**src/rtl/msc_pkg.sv**
```systemverilog
// Constants shared by the MII strap configuration latch
`default_nettype none
package msc_pkg;
    // Strap and pin bit positions in the captured vector
    localparam int P5_BIT0 = 0;
    localparam int P5_BIT1 = 1;
    localparam int P5_BIT2 = 2;
    localparam int P5_BIT3 = 3;
    localparam int P5_ERR = 4;
    localparam int P5_CRS = 5;
    localparam int P5_COL = 6;
    localparam int SW_BIT1 = 7;
    localparam int SW_BIT2 = 8;
    localparam int SW_BIT3 = 9;
    localparam int STRAP_W = 10;
    localparam int P5_PINS = 7;
    // Two extra synchroniser lanes carry the switch clock pin levels
    localparam int SW_TXC = 10;
    localparam int SW_RXC = 11;
    localparam int SYNC_W = 12;
    localparam logic [STRAP_W-1:0] STRAP_RESET = 10'h000;

    // Register map, byte addresses
    localparam int ADDR_W = 8;
    localparam logic [ADDR_W-1:0] ADDR_STRAP = 8'h00;
    localparam logic [ADDR_W-1:0] ADDR_CONFIG = 8'h04;
    localparam logic [ADDR_W-1:0] ADDR_CTRL = 8'h08;
    localparam logic [ADDR_W-1:0] ADDR_STATUS = 8'h0C;

    // Control register fields and reset value
    localparam int CTRL_P5_OE = 0;
    localparam int CTRL_SW_OE = 1;
    localparam int CTRL_CLK_DRIVE = 2;
    localparam int CTRL_W = 3;
    localparam logic [CTRL_W-1:0] CTRL_RESET = 3'h7;

    // Decoded configuration fields
    localparam int CFG_P5_FLOW = 0;
    localparam int CFG_P5_BACKP = 1;
    localparam int CFG_P5_DROP = 2;
    localparam int CFG_P5_AGGR = 3;
    localparam int CFG_P5_LEN = 4;
    localparam int CFG_P5_FDUP = 5;
    localparam int CFG_P5_FFLOW = 6;
    localparam int CFG_SW_FLOW = 7;
    localparam int CFG_SW_HALF = 8;
    localparam int CFG_SW_10M = 9;
    localparam int CFG_W = 10;

    // Status fields
    localparam int STAT_VALID = 0;
    localparam int STAT_TXC = 1;
    localparam int STAT_RXC = 2;

    // Packet length limits: 1518, 1522 and 1536 bytes
    localparam logic [10:0] LEN_UNTAGGED = 11'h5EE;
    localparam logic [10:0] LEN_TAGGED = 11'h5F2;
    localparam logic [10:0] LEN_HUGE = 11'h600;

    // Bus responses
    localparam logic [1:0] RESP_OKAY = 2'h0;
    localparam logic [1:0] RESP_SLVERR = 2'h2;

    // Timing: core clock period and MII clock half periods in picoseconds
    localparam int CLK_PERIOD_PS = 5000;
    localparam int MII100_HALF_PS = 20000;
    localparam int MII10_HALF_PS = 200000;
    localparam logic [5:0] HALF100_CYC = 6'(MII100_HALF_PS / CLK_PERIOD_PS);
    localparam logic [5:0] HALF10_CYC = 6'(MII10_HALF_PS / CLK_PERIOD_PS);
    // Cycles the pins stay inputs after reset release before capture
    localparam logic [1:0] SAMPLE_CYC = 2'h3;

    typedef enum logic {
        ST_SAMPLE = 1'b0,
        ST_RUN = 1'b1
    } msc_state_t;
endpackage
`default_nettype wire

```
**src/rtl/msc_sync.sv**
```systemverilog
// Two-flop synchroniser for strap and clock pin levels
`default_nettype none
module msc_sync #(
    parameter int W = 1
) (
    // Clock and reset
    input wire logic mclk_i,
    input wire logic reset_i,
    // Pin levels and synchronised copy
    input wire logic [W-1:0] d_i,
    output logic [W-1:0] q_o
);
    logic [W-1:0] meta;

    // Reset to low: the pins idle at their weak pull-down level
    always_ff @(posedge mclk_i or posedge reset_i) begin
        if (reset_i) begin
            meta <= '0;
            q_o <= '0;
        end else begin
            meta <= d_i;
            q_o <= meta;
        end
    end
endmodule
`default_nettype wire

```
**src/rtl/msc_latch.sv**
```systemverilog
// Strap capture, MII pin direction control and register slave
`default_nettype none
module msc_latch (
    // Clock and reset
    input wire logic mclk_i,
    input wire logic reset_i,
    // Port-5 dual-role pins
    input wire logic phy5_receive_bit0_i,
    input wire logic phy5_receive_bit1_i,
    input wire logic phy5_receive_bit2_i,
    input wire logic phy5_receive_bit3_i,
    input wire logic phy5_receive_error_i,
    input wire logic phy5_carrier_sense_i,
    input wire logic phy5_collision_i,
    output logic [3:0] phy5_receive_data_o,
    output logic phy5_receive_error_o,
    output logic phy5_carrier_sense_o,
    output logic phy5_collision_o,
    output logic phy5_pins_oe_o,
    // Switch MII dual-role pins
    input wire logic switch_port_receive_bit1_i,
    input wire logic switch_port_receive_bit2_i,
    input wire logic switch_port_receive_bit3_i,
    output logic [2:0] switch_port_receive_data_o,
    output logic switch_port_pins_oe_o,
    // Switch MII clock pins
    input wire logic switch_port_transmit_clock_i,
    output logic switch_port_transmit_clock_o,
    output logic switch_port_transmit_clock_oe_o,
    input wire logic switch_port_receive_clock_i,
    output logic switch_port_receive_clock_o,
    output logic switch_port_receive_clock_oe_o,
    // Weak pull-down enable for all strap pins
    output logic strap_pulldown_en_o,
    // MII output data from the MACs
    input wire logic [3:0] p5_rx_data_i,
    input wire logic p5_rx_error_i,
    input wire logic p5_carrier_i,
    input wire logic p5_collision_i,
    input wire logic [2:0] sw_rx_data_i,
    // Configuration to the MACs
    output logic cfg_valid_o,
    output logic p5_flow_ctrl_en_o,
    output logic p5_back_pressure_en_o,
    output logic p5_drop_excess_col_o,
    output logic p5_aggr_backoff_en_o,
    output logic [10:0] p5_max_len_untagged_o,
    output logic [10:0] p5_max_len_tagged_o,
    output logic p5_force_duplex_o,
    output logic p5_force_flow_o,
    output logic sw_fd_flow_ctrl_en_o,
    output logic sw_half_duplex_o,
    output logic sw_speed_10_o,
    // AXI4-Lite slave
    input wire logic s_axi_awvalid_i,
    output logic s_axi_awready_o,
    input wire logic [msc_pkg::ADDR_W-1:0] s_axi_awaddr_i,
    input wire logic s_axi_wvalid_i,
    output logic s_axi_wready_o,
    input wire logic [31:0] s_axi_wdata_i,
    input wire logic [3:0] s_axi_wstrb_i,
    output logic s_axi_bvalid_o,
    input wire logic s_axi_bready_i,
    output logic [1:0] s_axi_bresp_o,
    input wire logic s_axi_arvalid_i,
    output logic s_axi_arready_o,
    input wire logic [msc_pkg::ADDR_W-1:0] s_axi_araddr_i,
    output logic s_axi_rvalid_o,
    input wire logic s_axi_rready_i,
    output logic [31:0] s_axi_rdata_o,
    output logic [1:0] s_axi_rresp_o
);
    msc_pkg::msc_state_t state;
    logic [msc_pkg::SYNC_W-1:0] pin_raw;
    logic [msc_pkg::SYNC_W-1:0] pin_sync;
    logic [msc_pkg::STRAP_W-1:0] strap;
    logic [msc_pkg::CFG_W-1:0] cfg;
    logic [msc_pkg::CTRL_W-1:0] ctrl;
    logic [1:0] sample_cnt;
    logic [5:0] div_cnt;
    logic [5:0] half_cyc;
    logic mii_clk;
    logic run;
    logic aw_hold;
    logic w_hold;
    logic [msc_pkg::ADDR_W-1:0] aw_addr;
    logic [31:0] w_data;
    logic [3:0] w_strb;
    logic [31:0] next_rdata;
    logic [1:0] next_rresp;

    assign pin_raw = {switch_port_receive_clock_i,
                      switch_port_transmit_clock_i,
                      switch_port_receive_bit3_i,
                      switch_port_receive_bit2_i,
                      switch_port_receive_bit1_i,
                      phy5_collision_i, phy5_carrier_sense_i,
                      phy5_receive_error_i, phy5_receive_bit3_i,
                      phy5_receive_bit2_i, phy5_receive_bit1_i,
                      phy5_receive_bit0_i};

    // Pins are asynchronous to the core clock
    msc_sync #(.W(msc_pkg::SYNC_W)) u_msc_sync (
        .mclk_i(mclk_i),
        .reset_i(reset_i),
        .d_i(pin_raw),
        .q_o(pin_sync)
    );

    // Pins stay inputs until the synchroniser holds post-reset levels
    always_ff @(posedge mclk_i or posedge reset_i) begin
        if (reset_i) begin
            state <= msc_pkg::ST_SAMPLE;
            sample_cnt <= 2'h0;
        end else begin
            case (state)
                msc_pkg::ST_SAMPLE: begin
                    sample_cnt <= sample_cnt + 2'h1;
                    if (sample_cnt == msc_pkg::SAMPLE_CYC - 2'h1) begin
                        state <= msc_pkg::ST_RUN;
                    end
                end
                msc_pkg::ST_RUN: begin
                    state <= msc_pkg::ST_RUN;
                end
                default: begin
                    state <= msc_pkg::ST_SAMPLE;
                end
            endcase
        end
    end

    assign run = (state == msc_pkg::ST_RUN);
    assign cfg_valid_o = run;

    // One capture only; later pin activity is MII traffic
    always_ff @(posedge mclk_i or posedge reset_i) begin
        if (reset_i) begin
            strap <= msc_pkg::STRAP_RESET;
        end else if (!run && sample_cnt == msc_pkg::SAMPLE_CYC - 2'h1) begin
            strap <= pin_sync[msc_pkg::STRAP_W-1:0];
        end
    end

    // Default on every pin is the pulled-down level
    always_comb begin
        cfg = '0;
        cfg[msc_pkg::CFG_P5_FLOW] = !strap[msc_pkg::P5_BIT3];
        cfg[msc_pkg::CFG_P5_BACKP] = strap[msc_pkg::P5_BIT2];
        cfg[msc_pkg::CFG_P5_DROP] = !strap[msc_pkg::P5_BIT1];
        cfg[msc_pkg::CFG_P5_AGGR] = strap[msc_pkg::P5_BIT0];
        cfg[msc_pkg::CFG_P5_LEN] = strap[msc_pkg::P5_ERR];
        cfg[msc_pkg::CFG_P5_FDUP] = strap[msc_pkg::P5_CRS];
        cfg[msc_pkg::CFG_P5_FFLOW] = strap[msc_pkg::P5_COL];
        cfg[msc_pkg::CFG_SW_FLOW] = strap[msc_pkg::SW_BIT3];
        cfg[msc_pkg::CFG_SW_HALF] = strap[msc_pkg::SW_BIT2];
        cfg[msc_pkg::CFG_SW_10M] = strap[msc_pkg::SW_BIT1];
    end

    assign p5_flow_ctrl_en_o = cfg[msc_pkg::CFG_P5_FLOW];
    assign p5_back_pressure_en_o = cfg[msc_pkg::CFG_P5_BACKP];
    assign p5_drop_excess_col_o = cfg[msc_pkg::CFG_P5_DROP];
    assign p5_aggr_backoff_en_o = cfg[msc_pkg::CFG_P5_AGGR];
    assign p5_max_len_untagged_o = cfg[msc_pkg::CFG_P5_LEN] ?
        msc_pkg::LEN_HUGE : msc_pkg::LEN_UNTAGGED;
    assign p5_max_len_tagged_o = cfg[msc_pkg::CFG_P5_LEN] ?
        msc_pkg::LEN_HUGE : msc_pkg::LEN_TAGGED;
    assign p5_force_duplex_o = cfg[msc_pkg::CFG_P5_FDUP];
    assign p5_force_flow_o = cfg[msc_pkg::CFG_P5_FFLOW];
    assign sw_fd_flow_ctrl_en_o = cfg[msc_pkg::CFG_SW_FLOW];
    assign sw_half_duplex_o = cfg[msc_pkg::CFG_SW_HALF];
    assign sw_speed_10_o = cfg[msc_pkg::CFG_SW_10M];

    // Weak pull-downs only while the pins are straps
    assign strap_pulldown_en_o = !run;
    assign phy5_pins_oe_o = run && ctrl[msc_pkg::CTRL_P5_OE];
    assign switch_port_pins_oe_o = run && ctrl[msc_pkg::CTRL_SW_OE];

    // Registered MII outputs; carrier and collision keep MII duty
    always_ff @(posedge mclk_i or posedge reset_i) begin
        if (reset_i) begin
            phy5_receive_data_o <= 4'h0;
            phy5_receive_error_o <= 1'b0;
            phy5_carrier_sense_o <= 1'b0;
            phy5_collision_o <= 1'b0;
            switch_port_receive_data_o <= 3'h0;
        end else begin
            phy5_receive_data_o <= p5_rx_data_i;
            phy5_receive_error_o <= p5_rx_error_i;
            phy5_carrier_sense_o <= p5_carrier_i;
            phy5_collision_o <= p5_collision_i;
            switch_port_receive_data_o <= sw_rx_data_i;
        end
    end

    // PHY mode: divide core clock to the strapped MII rate
    assign half_cyc = sw_speed_10_o ? msc_pkg::HALF10_CYC :
        msc_pkg::HALF100_CYC;
    always_ff @(posedge mclk_i or posedge reset_i) begin
        if (reset_i) begin
            div_cnt <= 6'h00;
            mii_clk <= 1'b0;
        end else if (!run) begin
            div_cnt <= 6'h00;
            mii_clk <= 1'b0;
        end else if (div_cnt == half_cyc - 6'h01) begin
            div_cnt <= 6'h00;
            mii_clk <= !mii_clk;
        end else begin
            div_cnt <= div_cnt + 6'h01;
        end
    end

    // MAC mode releases both clock pins so the far PHY drives them
    assign switch_port_transmit_clock_o = mii_clk;
    assign switch_port_receive_clock_o = mii_clk;
    assign switch_port_transmit_clock_oe_o =
        run && ctrl[msc_pkg::CTRL_CLK_DRIVE];
    assign switch_port_receive_clock_oe_o =
        run && ctrl[msc_pkg::CTRL_CLK_DRIVE];

    // Write path: address and data taken in either order
    assign s_axi_awready_o = !aw_hold && !s_axi_bvalid_o;
    assign s_axi_wready_o = !w_hold && !s_axi_bvalid_o;
    always_ff @(posedge mclk_i or posedge reset_i) begin
        if (reset_i) begin
            aw_hold <= 1'b0;
            w_hold <= 1'b0;
            aw_addr <= '0;
            w_data <= 32'h0000_0000;
            w_strb <= 4'h0;
            s_axi_bvalid_o <= 1'b0;
            s_axi_bresp_o <= msc_pkg::RESP_OKAY;
            ctrl <= msc_pkg::CTRL_RESET;
        end else begin
            if (s_axi_awvalid_i && s_axi_awready_o) begin
                aw_hold <= 1'b1;
                aw_addr <= s_axi_awaddr_i;
            end
            if (s_axi_wvalid_i && s_axi_wready_o) begin
                w_hold <= 1'b1;
                w_data <= s_axi_wdata_i;
                w_strb <= s_axi_wstrb_i;
            end
            if (aw_hold && w_hold) begin
                aw_hold <= 1'b0;
                w_hold <= 1'b0;
                s_axi_bvalid_o <= 1'b1;
                s_axi_bresp_o <= msc_pkg::RESP_OKAY;
                case (aw_addr)
                    msc_pkg::ADDR_CTRL: begin
                        if (w_strb[0]) begin
                            ctrl <= w_data[msc_pkg::CTRL_W-1:0];
                        end
                    end
                    // Read-only registers ignore writes
                    msc_pkg::ADDR_STRAP, msc_pkg::ADDR_CONFIG,
                    msc_pkg::ADDR_STATUS: begin
                        s_axi_bresp_o <= msc_pkg::RESP_OKAY;
                    end
                    default: begin
                        s_axi_bresp_o <= msc_pkg::RESP_SLVERR;
                    end
                endcase
            end else if (s_axi_bvalid_o && s_axi_bready_i) begin
                s_axi_bvalid_o <= 1'b0;
            end
        end
    end

    // Read mux
    always_comb begin
        next_rdata = 32'h0000_0000;
        next_rresp = msc_pkg::RESP_OKAY;
        case (s_axi_araddr_i)
            msc_pkg::ADDR_STRAP: begin
                next_rdata[msc_pkg::STRAP_W-1:0] = strap;
            end
            msc_pkg::ADDR_CONFIG: begin
                next_rdata[msc_pkg::CFG_W-1:0] = cfg;
            end
            msc_pkg::ADDR_CTRL: begin
                next_rdata[msc_pkg::CTRL_W-1:0] = ctrl;
            end
            msc_pkg::ADDR_STATUS: begin
                next_rdata[msc_pkg::STAT_VALID] = run;
                next_rdata[msc_pkg::STAT_TXC] = pin_sync[msc_pkg::SW_TXC];
                next_rdata[msc_pkg::STAT_RXC] = pin_sync[msc_pkg::SW_RXC];
            end
            default: begin
                next_rresp = msc_pkg::RESP_SLVERR;
            end
        endcase
    end

    assign s_axi_arready_o = !s_axi_rvalid_o;
    always_ff @(posedge mclk_i or posedge reset_i) begin
        if (reset_i) begin
            s_axi_rvalid_o <= 1'b0;
            s_axi_rdata_o <= 32'h0000_0000;
            s_axi_rresp_o <= msc_pkg::RESP_OKAY;
        end else if (s_axi_arvalid_i && s_axi_arready_o) begin
            s_axi_rvalid_o <= 1'b1;
            s_axi_rdata_o <= next_rdata;
            s_axi_rresp_o <= next_rresp;
        end else if (s_axi_rready_i) begin
            s_axi_rvalid_o <= 1'b0;
        end
    end
endmodule
`default_nettype wire

```
**config.mk**
```make
export PLATFORM = sky130hd
export DESIGN_NAME = msc_latch
export DESIGN_NICKNAME = d
export VERILOG_FILES = /design/src/rtl/msc_pkg.sv /design/src/rtl/msc_sync.sv /design/src/rtl/msc_latch.sv
export SDC_FILE = /design/constraint.sdc
export NUM_CORES = 1
export LEC_CHECK = 0
export BUFFER_PORTS_ARGS = -buffer_cell sky130_fd_sc_hd__buf_2
export CORE_AREA = 5 5 99 101
export CTS_CLUSTER_DIAMETER = 200
export CTS_CLUSTER_SIZE = 8
export DETAILED_ROUTE_END_ITERATION = 6
export DIE_AREA = 0 0 104 106
export MAX_ROUTING_LAYER = met4
export PLACE_DENSITY = 0.72
export REMOVE_ABC_BUFFERS = 1
export SLEW_MARGIN = 40
export SYNTH_ARGS = -nofsm -noshare
export SYNTH_HDL_FRONTEND = slang
export SYNTH_SLANG_ARGS = --single-unit
```
**constraint.sdc**
```tcl
create_clock -name mclk_i -period 2.28 [get_ports mclk_i]
set_input_delay 0.114 -clock mclk_i [delete_from_list [all_inputs] [get_ports mclk_i]]
set_output_delay 0.114 -clock mclk_i [all_outputs]
set_load 0.01 [all_outputs]
```
### Word-level counts from Yosys, hierarchy flattened

Index checks and enable logic that the tools add are counted.

| cells by class | value |
|---|---|
| add/sub/neg operators | 3 |
| equality and inequality tests | 9 |
| muxes and demuxes | 21 |
| bitwise operators | 1 |
| reductions and logical operators | 28 |

Operators with widths:

| cell | number |
|---|---|
| equality test 8 x 4 -> 1 bit (second input constant) | 4 |
| 2-to-1 mux 10 bit | 2 |
| 2-to-1 mux 6 bit | 3 |
| equality test 8 x 3 -> 1 bit (second input constant) | 2 |
| logical NOT 8 bit | 2 |
| case mux 7 bit (2 select lines) | 1 |
| case mux 3 bit (4 select lines) | 1 |
| logical AND 1 bit | 11 |
| 2-to-1 mux 1 bit | 11 |
| logical NOT 1 bit | 8 |
| nonzero test 2 bit | 4 |
| OR reduction 4 bit | 2 |
| adder 6 x 1 -> 6 bit (second input constant) | 1 |
| equality test 6 bit | 1 |
| subtractor 6 x 1 -> 6 bit (second input constant) | 1 |
| 2-to-1 mux 2 bit | 2 |
| AND reduction 3 bit | 1 |
| adder 2 x 1 -> 2 bit (second input constant) | 1 |
| equality test 2 bit (second input constant) | 1 |
| inequality test 2 x 1 -> 1 bit (second input constant) | 1 |
| case mux 1 bit (2 select lines) | 1 |
| inverter 1 bit | 1 |

| storage, ports and cells | value |
|---|---|
| register bits | 87 |
| input port bits | 81 |
| output and inout port bits | 90 |
| logic and storage cells | 85 |

### Logic depth before layout (Yosys ltp)

Gate-level depths: netlist of the first run.

| depth | value |
|---|---|
| depth in word-level cells | 5 |
| mapped depth | 6 |
| gate-level depth less buffers | 5 |

### By module

Synthesis of the first run repeated with hierarchy kept, for this count alone.

| second synthesis, totals | value |
|---|---|
| cells, all modules | 259 |
| area total of the unflattened synthesis | 3393.3 um2 |

By module, submodules not included:

| module | times used | cells an instance | area each (um2) | sequential area each (um2) |
|---|---|---|---|---|
| msc_latch | 1 | 234 | 2788.9 | 1530.2 |
| msc_sync | 1 | 25 | 604.3 | 600.6 |

### Worst setup path before layout of the first run

No wires, ideal clock.

| timing path | value |
|---|---|
| kind | register -> register |
| start | reg state, in the netlist cfg_valid_o |
| end | reg strap[0] (netlist name) |
| setup time | 0.125 ns |
| data arrival time | 1.496 ns |
| required time | 2.155 ns |
| slack | 0.659 ns |
| cell stages (with the launch flop) | 5 |
| path buffers | 2 |
| period minus slack after synthesis | 1.621 ns |
| cells stage by stage | dfrtp_1 clkbuf_1 nor2b_1 clkbuf_1 mux2_2 |

| between the ends | value |
|---|---|
| longest elaborated chain between the ends | 2 |

RTL lines:

| what | line | RTL |
|---|---|---|
| from (decl) | msc_latch.sv:73 | `msc_pkg::msc_state_t state;` |
| from (signal assigned) | msc_latch.sv:113 | `state <= msc_pkg::ST_SAMPLE;` |
| from (signal assigned) | msc_latch.sv:120 | `state <= msc_pkg::ST_RUN;` |
| from (signal assigned) | msc_latch.sv:124 | `state <= msc_pkg::ST_RUN;` |
| logical NOT 1 bit | -- |  |
| logical AND 1 bit | msc_latch.sv:140 | `end else if (!run && sample_cnt == msc_pkg::SAMPLE_CYC - 2'h1) begin` |
| to (signal assigned) | msc_latch.sv:139 | `strap <= msc_pkg::STRAP_RESET;` |
| to (signal assigned) | msc_latch.sv:141 | `strap <= pin_sync[msc_pkg::STRAP_W-1:0];` |
| to (decl) | msc_latch.sv:76 | `logic [msc_pkg::STRAP_W-1:0] strap;` |

No other way between the ends.
A chain may end at the register's enable or synchronous reset.

### Worst setup path in the final report of the first run

| timing path | value |
|---|---|
| start | reg strap[7] (netlist name) |
| end | reg mii_clk, in the netlist switch_port_receive_clock_o |

| between the ends | value |
|---|---|
| longest elaborated chain between the ends | 4 |

RTL lines:

| what | line | RTL |
|---|---|---|
| 2-to-1 mux 6 bit | msc_latch.sv:197 | `assign half_cyc = sw_speed_10_o ? msc_pkg::HALF10_CYC :` |
| subtractor 6 x 1 -> 6 bit | msc_latch.sv:206 | `end else if (div_cnt == half_cyc - 6'h01) begin` |
| equality test 6 bit | msc_latch.sv:206 |  |
| inequality test 2 x 1 -> 1 bit (no source line) | -- |  |
| to (signal assigned) | msc_latch.sv:208 | `mii_clk <= !mii_clk;` |
| to (decl) | msc_latch.sv:82 | `logic mii_clk;` |

No other way between the ends.

==> results of run 1 <==
## flip-flops by register name, summed over array words and instances, names as in the netlist
register	flops
div_cnt	6
s_axi_bresp_o	1
strap	10
aw_addr	8
switch_port_receive_data_o	3
phy5_carrier_sense_o	1
phy5_receive_data_o	4
w_strb	1
s_axi_rvalid_o	1
s_axi_rresp_o	1
s_axi_rdata_o	10
u_msc_sync.meta	12
u_msc_sync.q_o	12
phy5_collision_o	1
ctrl	3
cfg_valid_o	1
phy5_receive_error_o	1
w_hold	1
w_data	3
switch_port_receive_clock_o	1
sample_cnt	2
s_axi_bvalid_o	1
aw_hold	1
## routing by layer
| metal | wire length (um) | up-vias | share of wire (%) | track usage, % |
|---|---|---|---|---|
| met1 | 2790 | 1046 | 41 | 15.1 |
| met3 | 423 | 8 | 6.1 | 4.61 |
| met2 | 3590 | 75 | 52 | 21.6 |
| met4 | 82 | 0 | 1.2 | 4.53 |
| li1 | - | 1046 | - | - |
| met5 | 0 | - | 0 | - |
## through the flow
stage	hold WS, ps	util (%)	total power, mW	setup TNS (ps)
after floorplan	145	-	2.32	-1850
after global placement	222	43.1	2.54	0
after detailed placement	223	43.1	2.57	0
after CTS	71.7	49.6	3.72	0
after global routing	100	49.6	3.89	0
final	85.3	49.6	3.67	0
## cell type report
type                            count  area share (%)
Clock inverter                      6            1.61
Inverter                           10           0.876
Tap cell                          111            3.14
Multi-Input combinational cell    137            21.9
Clock buffer                       10            3.11
Timing Repair Buffer              147            21.2
Sequential cell                    85            48.1
## Yosys cell counts (all sizes together)
| cell type | instances | area (um^2) |
|---|---|---|
| dfstp | 3 | 78.8 |
| nor2 | 6 | 22.5 |
| o31ai | 4 | 50.1 |
| nor3b | 1 | 7.51 |
| or4 | 2 | 22.5 |
| a2111oi | 1 | 27.5 |
| nand2b | 2 | 12.5 |
| mux4 | 3 | 67.6 |
| mux2i | 4 | 40.0 |
| or2 | 1 | 6.26 |
| nand2 | 16 | 60.1 |
| buf | 48 | 364 |
| or3 | 2 | 12.5 |
| a22o | 3 | 26.3 |
| nand4 | 1 | 6.26 |
| a211oi | 1 | 7.51 |
| o21bai | 1 | 7.51 |
| nor4 | 2 | 12.5 |
| o21ai | 9 | 45.0 |
| conb | 2 | 7.51 |
| xor2 | 2 | 17.5 |
| nor3 | 3 | 15.0 |
| ha | 2 | 25.0 |
| dfrtp | 82 | 2050 |
| nor2b | 3 | 18.8 |
| xnor2 | 2 | 17.5 |
| a21oi | 3 | 15.0 |
| clkbuf | 7 | 26.3 |
| inv | 9 | 33.8 |
| nand3 | 3 | 15.0 |
| clkinv | 1 | 3.75 |
| nor4bb | 1 | 10.0 |
| a21o | 1 | 7.51 |
| and2 | 5 | 31.3 |
| mux2 | 22 | 248 |
## critical path: stages (launching register included)
cell	delay, ps
dfrtp_1	440
or3_1	430
a2111oi_4	540
mux2i_1	230
## power breakdown
part	internal, mW	leakage [nW]	switching [mW]
Sequential	1.74	1.00	0.164
Clock	0.546	0.104	0.543
Combinational	0.358	1.04	0.315
Total	2.65	2.14	1.02
## worst max-delay path by stage
stage / startpoint / cells after the start / slack [ps] / endpoint
final: strap[7] / 3 / 560 / switch_port_receive_clock_o
after global routing: strap[7] / 3 / 460 / switch_port_receive_clock_o
after floorplan: reset_i / 1 / -20 / aw_addr[0]
after detailed placement: strap[7] / 3 / 570 / switch_port_receive_clock_o
after global placement: strap[7] / 3 / 600 / switch_port_receive_clock_o
after CTS: strap[7] / 3 / 540 / switch_port_receive_clock_o
## logic make-up (layout without fill, tap and decap cells)
group                      count (synthesis)  in the layout  synth area share (%)
AOI/OAI and AO/OA                         23             23                  5.45
xor gates and xnor gates                   4              4                  1.02
adders and majority gates                  2              2                 0.731
buffers and inverters                     65            173                  12.5
DFF                                       85             85                  62.3
muxes                                     29             29                  10.4
other                                      2             31                 0.220
and+or+nand+nor                           48             48                  7.39
## timing repair
item / in CTS / in global routing
setup buffers: 0 / 0
hold buffers: 37 / 0
endpoints found under the hold margin: 76 / 0
==> summary.md, run 1 <==
| Metric | Value |
|---|---|
| Global placement routability congestion | 0.725 |
| Synth Cell Area | 0.00342 mm^2 |
| ANT nets after route | 0 |
| FF+latch area | 0.00213 mm^2 |
| Final setup margin | 562 ps |
| Syn_area_per_cell | 13.3 um^2 |
| Worst r2r dst | switch_port_receive_clock_o |
| Commonest non-fill, non-tap cells in the layout | buf_2, dfrtp_1, dlygate4sd3_1 |
| Seq/Total Area, Yosys | 62.3% |
| First drt pass iteration count | 4 |
| CP Capture Type | register |
| Worst-Margin Slew | 796 ps |
| Fill cell count | 800 |
| H-tree levels | 3 |
| Vias in the first global route | 2303 |
| Unique cell type count in the Yosys netlist | 37 |
| Layout cell share with drive strength beyond 1 | 41.3% |
| R2R setup slack | 560 ps |
| Final instance count without filler cells | 506 |
| Tot GR Track Use | 13.2% |
| Leak pwr | 2.14 nW |
| Drt drc | 0 |
| I/O Buffers | 107 |
| Max FO, Critical Path | 6 |
| Initial Util | 38.3% |
| Worst-skew pair later-pin latency | 350 ps |
| Num CTS Buffers | 9 |
| Clock Skew | 8.75 ps |
| Final Instance Area | 0.00443 mm^2 |
| DRT iter0 DRCs | 39 |
| Min-delay src | s_axi_araddr_i[1] |
| Total placed cells including tap cells | 453 |
| WL per Instance | 13.6 um |
| Multi-input logic area | 971 um^2 |
| Critical path class | reg -> reg |
| R2R cell count | 3 |
| Vias per cell | 4.30 |
| Die ar. | 0.0110 mm^2 |
| Core area | 0.00893 mm^2 |
| Mapped Cells | 258 |
| Clk buf depth | 2 |
| Post_cts resized | 0 |
| Largest net degree at the start of global routing | 46 |
| DP HPWL | 5.05 mm |
| Final hold violation count | 0 |
| Synthesis-to-layout area growth | 29.5% |
| Final nets | 473 |
| CTS root buffer | clkbuf_8 |
| Hold EP | s_axi_rresp_o[1] |
| Highest clock rate | 582 MHz |
| CP arrival | 1980 ps |
| Peak VDD IR | 0.455 mV |
| Rows | 35 |
| #FFs+latches synth | 85 |
| Vias | 2175 |
| Reg-to-Reg Start | strap[7] |
| Clock-pin slew on the worst setup and hold paths | 90 ps |
| Tcrit/Tclk final | 75.3% |
| CP startpoint kind | register |
| Synth warnings | 0 |
| Final WL | 6.90 mm |
| Worst Path Required | 2550 ps |
| Chip height | 106 um |
| Slew headroom | 46.4% |
| CTS tree | yes |
| RSZ-0062 raised after global routing | false |
| Antenna violations before repair | 0 |
| # IOs | 171 |
| DP Area | 0.00385 mm^2 |
| Fin crit period | 1720 ps |
| CTS Sinks | 85 |
| Status | finished clean |
| Max-slew violation count | 0 |
| Pwr/cell area | 828 mW/mm^2 |
| Most common cell after layout, fill and taps aside | buf_2 |
| # setup viols final | 0 |
| Worst slack, placed | 573 ps |
| Max Cap Viol | 0 |
| First-pass GRT wire length | 11.4 mm |
| Gr ovfl total | 0 |
| Hold depth | 3 |
| Hold crit path type | in -> reg |
| Ant diodes | 0 |
| DIE WIDTH | 104 um |
No activity file was read; power rests on OpenSTA's default activity.
==> inputs of run 2 (changes only) <==
--- a/config.mk
+++ b/config.mk
@@ -12,7 +12,7 @@
 export DETAILED_ROUTE_END_ITERATION = 6
 export DIE_AREA = 0 0 104 106
 export MAX_ROUTING_LAYER = met4
-export PLACE_DENSITY = 0.72
+export PLACE_DENSITY = 0.69
 export REMOVE_ABC_BUFFERS = 1
 export SLEW_MARGIN = 40
 export SYNTH_ARGS = -nofsm -noshare
==> constraint.sdc (replaced) <==
create_clock -name mclk_i -period 1.8 [get_ports mclk_i]
set_input_delay 0.09 -clock mclk_i [delete_from_list [all_inputs] [get_ports mclk_i]]
set_output_delay 0.09 -clock mclk_i [all_outputs]
set_load 0.01 [all_outputs]
==> run 2 against run 1 <==
Wire length rose by 1.1%. Flip-flop and latch count did not move. Register-to-register slack got worse by 420 ps. Die area did not move. Sequential power rose by 27%. Non-clock buffer count rose by 5. Maximum frequency rose by 3.7%. Sequential share of layout area fell by 0.42 points. Combinational power rose by 28%. Critical endpoint unchanged. Largest cell class unchanged.
==> summary.md, run 2 (synthesis gave the netlist of run 1 again) <==
| Metric | Value |
|---|---|
| Gr ovfl total | 0 |
| Clk buf depth | 2 |
| Reg-to-Reg Start | div_cnt[2] |
| Final total power | 4.69 mW |
| Commonest non-fill, non-tap cells in the layout | buf_2, dfrtp_1, dlygate4sd3_1 |
| R2R cell count | 3 |
| Global placement routability congestion | 0.708 |
| First drt pass iteration count | 4 |
| Tot GR Track Use | 13.1% |
| Clock-pin slew on the worst setup and hold paths | 80 ps |
| Min-delay src | s_axi_araddr_i[1] |
| Leak pwr | 2.17 nW |
| Hold EP | s_axi_rdata_o[4] |
| First-pass GRT wire length | 11.3 mm |
| Num CTS Buffers | 9 |
| # IOs | 171 |
| Setup TNS | 0 ps |
| Layout cell share with drive strength beyond 1 | 41.8% |
| Ant diodes | 0 |
| Slew headroom | 62.3% |
| I/O Buffers | 107 |
| Max Cap Viol | 0 |
| Die ar. | 0.0110 mm^2 |
| CP Capture Type | register |
| Vias | 2241 |
| Vias in the first global route | 2314 |
| CP startpoint kind | register |
| Clock Skew | 8.74 ps |
| Top Layer Used | met4 |
| Max-slew violation count | 0 |
| Vias per cell | 4.39 |
| Highest clock rate | 604 MHz |
| CTS Sinks | 85 |
| Max FO, Critical Path | 6 |
| WL met2 | 3.57 mm |
| ANT nets after route | 0 |
| Hold depth | 3 |
| Status | finished clean |
| Worst-skew pair later-pin latency | 350 ps |
| DRT iter0 DRCs | 44 |
| Synthesis-to-layout area growth | 30.6% |
| WL per Instance | 13.6 um |
| Fill cell count | 806 |
| DP HPWL | 5.09 mm |
| RSZ-0062 raised after global routing | false |
| WL met1 | 2.79 mm |
| DR WL met3 | 483 um |
| WHS | 106 ps |
| DIE WIDTH | 104 um |
| Tcrit/Tclk final | 92.0% |
| Largest registers | u_msc_sync.meta x12, u_msc_sync.q_o x12 |
| Critical path class | reg -> reg |
| Largest net degree at the start of global routing | 36 |
| Pwr/cell area | 1050 mW/mm^2 |
| CTS tree | yes |
| Antenna violations before repair | 0 |
| Worst r2r dst | switch_port_receive_clock_o |
| Chip height | 106 um |
| H-tree levels | 3 |
| Worst Path Required | 2070 ps |
| Final nets | 478 |
| R2R setup slack | 140 ps |
| Final hold violation count | 0 |
| Hold crit path type | in -> reg |
| Core area | 0.00893 mm^2 |
| Fin crit period | 1660 ps |
| Rows | 35 |
| CP arrival | 1930 ps |
| Worst-Margin Slew | 565 ps |
| # setup viols final | 0 |
| CTS root buffer | clkbuf_8 |
| Peak VDD IR | 0.495 mV |
| Final WL | 6.97 mm |
| Post_cts resized | 0 |
| Most common cell after layout, fill and taps aside | buf_2 |
| Drt drc | 0 |
| Initial Util | 38.3% |
[run 2: repair_timing]
item / 4_1_cts / 5_1_grt
endpoints found under the setup margin: 0 / 1
hold buffers: 37 / 0
buffers inserted: 0 / 0
endpoints found under the hold margin: 66 / 0
[run 2: critical path: stages, from the launching register on]
cell	delay [ps]
dfrtp_1	440
or3_1	410
a2111oi_4	490
mux2i_1	240
[run 2: layout make-up]
cell class / count / area, um^2 / share of cell area, %
flip-flops and latches: 85 / 2130 / 47.7
well taps: 111 / 139 / 3.11
multi-input cells: 137 / 971 / 21.7
clock inverters: 4 / 55.1 / 1.23
clock buffers: 12 / 155 / 3.47
repair buffers: 152 / 978 / 21.9
inverters: 10 / 38.8 / 0.868
[run 2: where the power goes]
| group | switching (mW) | total (mW) | internal [mW] |
|---|---|---|---|
| sequential | 0.212 | 2.42 | 2.21 |
| clock | 0.677 | 1.40 | 0.726 |
| combinational | 0.406 | 0.865 | 0.460 |
[run 2: through the flow]
| step | instance area, um^2 | instances | util, % | setup slack (ps) |
|---|---|---|---|---|
| 6_report | 4470 | 511 | 50.0 | 144 |
| 5_1_grt | 4470 | 511 | 50.0 | 33.6 |
| 4_1_cts | 4470 | 511 | 50.0 | 82.1 |
| 3_5_place_dp | 3890 | 458 | 43.5 | 101 |
| 3_3_place_gp | 3890 | 458 | 43.5 | 160 |
| 2_1_floorplan | 3140 | 232 | - | -479 |
[run 2: how the worst max path moves through the flow]
stage / end / from / slack, ps
after floorplan: aw_addr[0] / reset_i / -480
after global placement: switch_port_receive_clock_o / div_cnt[2] / 160
after detailed placement: switch_port_receive_clock_o / div_cnt[2] / 100
after CTS: switch_port_receive_clock_o / div_cnt[2] / 80
after global routing: switch_port_receive_clock_o / div_cnt[2] / 30
final: switch_port_receive_clock_o / div_cnt[2] / 140
[run 2: routing by layer]
metal  global-route usage, %  up-vias
met3                    3.52       10
met4                    5.55        0
met2                    22.1       80
met5                       -        -
met1                    14.8     1097
li1                        -     1054
==> inputs of run 3 (changes only) <==
--- a/config.mk
+++ b/config.mk
@@ -6,13 +6,14 @@
 export NUM_CORES = 1
 export LEC_CHECK = 0
 export BUFFER_PORTS_ARGS = -buffer_cell sky130_fd_sc_hd__buf_2
+export CAP_MARGIN = 0
 export CORE_AREA = 5 5 99 101
 export CTS_CLUSTER_DIAMETER = 200
 export CTS_CLUSTER_SIZE = 8
 export DETAILED_ROUTE_END_ITERATION = 6
 export DIE_AREA = 0 0 104 106
 export MAX_ROUTING_LAYER = met4
-export PLACE_DENSITY = 0.69
+export PLACE_DENSITY = 0.72
 export REMOVE_ABC_BUFFERS = 1
 export SLEW_MARGIN = 40
 export SYNTH_ARGS = -nofsm -noshare
==> constraint.sdc (replaced) <==
create_clock -name mclk_i -period 1.4 [get_ports mclk_i]
set_input_delay 0.07 -clock mclk_i [delete_from_list [all_inputs] [get_ports mclk_i]]
set_output_delay 0.07 -clock mclk_i [all_outputs]
set_load 0.01 [all_outputs]
==> run 3 against run 2 <==
The run now ends with negative setup slack left. Clock power grew 33%. Combinational power grew 61%. Sequential power grew 29%. Final cell count grew 3.1%. Non-clock buffer count grew 16. Clock skew grew 2.7 ps. Critical path type unchanged. Largest cell class unchanged.
==> summary.md, run 3 (synthesis gave the netlist of run 1 again) <==
| Metric | Value |
|---|---|
| Core area | 0.00893 mm^2 |
| Cell chain of the critical path | or3_4, a2111oi_4, buf_4, a211oi_1 |
| Clock power share | 29.2% |
| Rows | 35 |
| Die ar. | 0.0110 mm^2 |
| Worst-skew pair later-pin latency | 350 ps |
| CP arrival | 1750 ps |
| CTS Sinks | 85 |
| Fin crit period | 1520 ps |
| Max FO, Critical Path | 3 |
| Leak pwr | 2.28 nW |
| CP bufs+invs | 1 |
| Vias | 2322 |
| Peak VDD IR | 0.760 mV |
| Tcrit/Tclk final | 108% |
| ANT nets after route | 0 |
| Switching power of the nets | 1.86 mW |
| Num CTS Buffers | 9 |
| # setup viols final | 6 |
| Global route hottest layer | met2 |
| Clock-pin slew on the worst setup and hold paths | 100 ps |
| Most common cell after layout, fill and taps aside | buf_2 |
| Total placed cells including tap cells | 467 |
| I/O Buffers | 107 |
| DP HPWL | 5.22 mm |
| Clk buf depth | 2 |
| Setup TNS | -595 ps |
| # IOs | 171 |
| Drt drc | 0 |
| Gr ovfl total | 0 |
| DIE WIDTH | 104 um |
| CP Capture Type | register |
| First-pass GRT wire length | 12.1 mm |
| Hold EP | s_axi_rdata_o[4] |
| Final nets | 494 |
| CP startpoint | strap[7] |
| Worst slack, placed | -218 ps |
| Final WL | 7.32 mm |
| Reg-to-Reg Start | strap[7] |
| Largest net degree at the start of global routing | 39 |
| Critical path class | reg -> reg |
| DRT iter0 DRCs | 56 |
| H-tree levels | 3 |
| Switch share | 29.2% |
| Final instance count without filler cells | 527 |
| CTS root buffer | clkbuf_8 |
| CP top delay family | compound AO/OA/AOI/OAI gates |
| Worst Path Required | 1640 ps |
| R2R cell count | 4 |
| WHS | 114 ps |
| RSZ-0062 raised after global routing | true |
| Worst r2r dst | div_cnt[5] |
| Status | finished, violations left |
| Critical Path Slowest Stage Cell | or3_4 |
| Final setup margin | -116 ps |
| M1 GR Usage | 16.5% |
| Highest clock rate | 660 MHz |
| Initial Util | 38.3% |
| Clock Skew | 11.5 ps |
| Largest stage delay, worst path | 400 ps |
| Met3 GRT Util | 4.25% |
| Chip height | 106 um |
| Int Power | 4.50 mW |
| Global placement routability congestion | 0.727 |
| Violated checks | negative setup slack |
| R2R setup slack | -120 ps |
| Synthesis-to-layout area growth | 37.3% |
| Max Cap Viol | 0 |
| Min-delay src | s_axi_araddr_i[0] |
| Final hold violation count | 0 |
| Antenna violations before repair | 0 |
| Hold crit path type | in -> reg |
| Part of the power in registers | 48.9% |
| CP startpoint kind | register |
| Largest registers | u_msc_sync.meta x12, u_msc_sync.q_o x12 |
| CTS tree | yes |
| First drt pass iteration count | 4 |
| Layout cell share with drive strength beyond 1 | 47.1% |
| Met2 Track Usage GR | 23.0% |
| Max-slew violation count | 0 |
| Vias in the first global route | 2455 |
| Pwr/cell area | 1350 mW/mm^2 |
| WL per Instance | 13.9 um |
| Hold depth | 3 |
| Comb pwr share | 21.9% |
| Tot GR Track Use | 13.9% |
| Commonest non-fill, non-tap cells in the layout | buf_2, dfrtp_1, dlygate4sd3_1 |
| Vias per cell | 4.41 |
| Ant diodes | 0 |
==> run 3: cell type report <==
| cell class | instances | area, um^2 |
|---|---|---|
| fillers | 780 | 4240 |
| flip-flops and latches | 85 | 2130 |
| repair buffers | 168 | 1130 |
| multi-input cells | 137 | 1040 |
| well taps | 111 | 139 |
| clock buffers | 9 | 124 |
| clock inverters | 7 | 93.8 |
| inverters | 10 | 43.8 |
==> run 3: metal layers <==
layer / up-vias / part of all wire [%]
li1: 1090 / -
met3: 8 / 5.7
met2: 75 / 52
met4: 0 / 1.0
met1: 1149 / 41
met5: - / 0
==> run 3: metrics by stage <==
stage               utilization, %  total power [mW]  instance area (um^2)
floorplan                        -              3.78                  3140
global placement              44.6              4.27                  3980
detailed placement            44.6              4.33                  3980
CTS                           51.9              6.38                  4630
global route                  52.6              6.74                  4700
finish                        52.6              6.36                  4700
==> run 3: how the worst max path moves through the flow <==
stage	cells after the start	endpoint	slack [ps]
global placement	3	switch_port_receive_clock_o	-170
CTS	4	div_cnt[5]	-100
finish	4	div_cnt[5]	-120
floorplan	1	aw_addr[0]	-860
global route	4	div_cnt[5]	-190
detailed placement	3	switch_port_receive_clock_o	-220
==> run 3: power by group through the flow <==
stage	clock, mW	combinational (mW)	sequential [mW]
floorplan	0	0.649	3.13
global placement	0	1.15	3.12
detailed placement	0	1.19	3.14
CTS	1.93	1.33	3.12
global route	2.05	1.53	3.16
finish	1.86	1.39	3.11
==> run 3: repair_timing <==
action,CTS,global route
gates cloned,0,0
hold buffers,37,0
pin swaps,2,2
setup buffers,3,4
resized for setup,9,7
endpoints found under the hold margin,58,0
setup endpoints to repair,19,37
==> run 3: worst reg2reg max path, delay by kind of cell, from the launching register on <==
kind / cells / cell delay (ps)
AND/OR/NAND/NOR: 1 / 400
buffers and inverters: 1 / 200
flip-flops: 1 / 390
AO/OA/AOI/OAI: 2 / 420
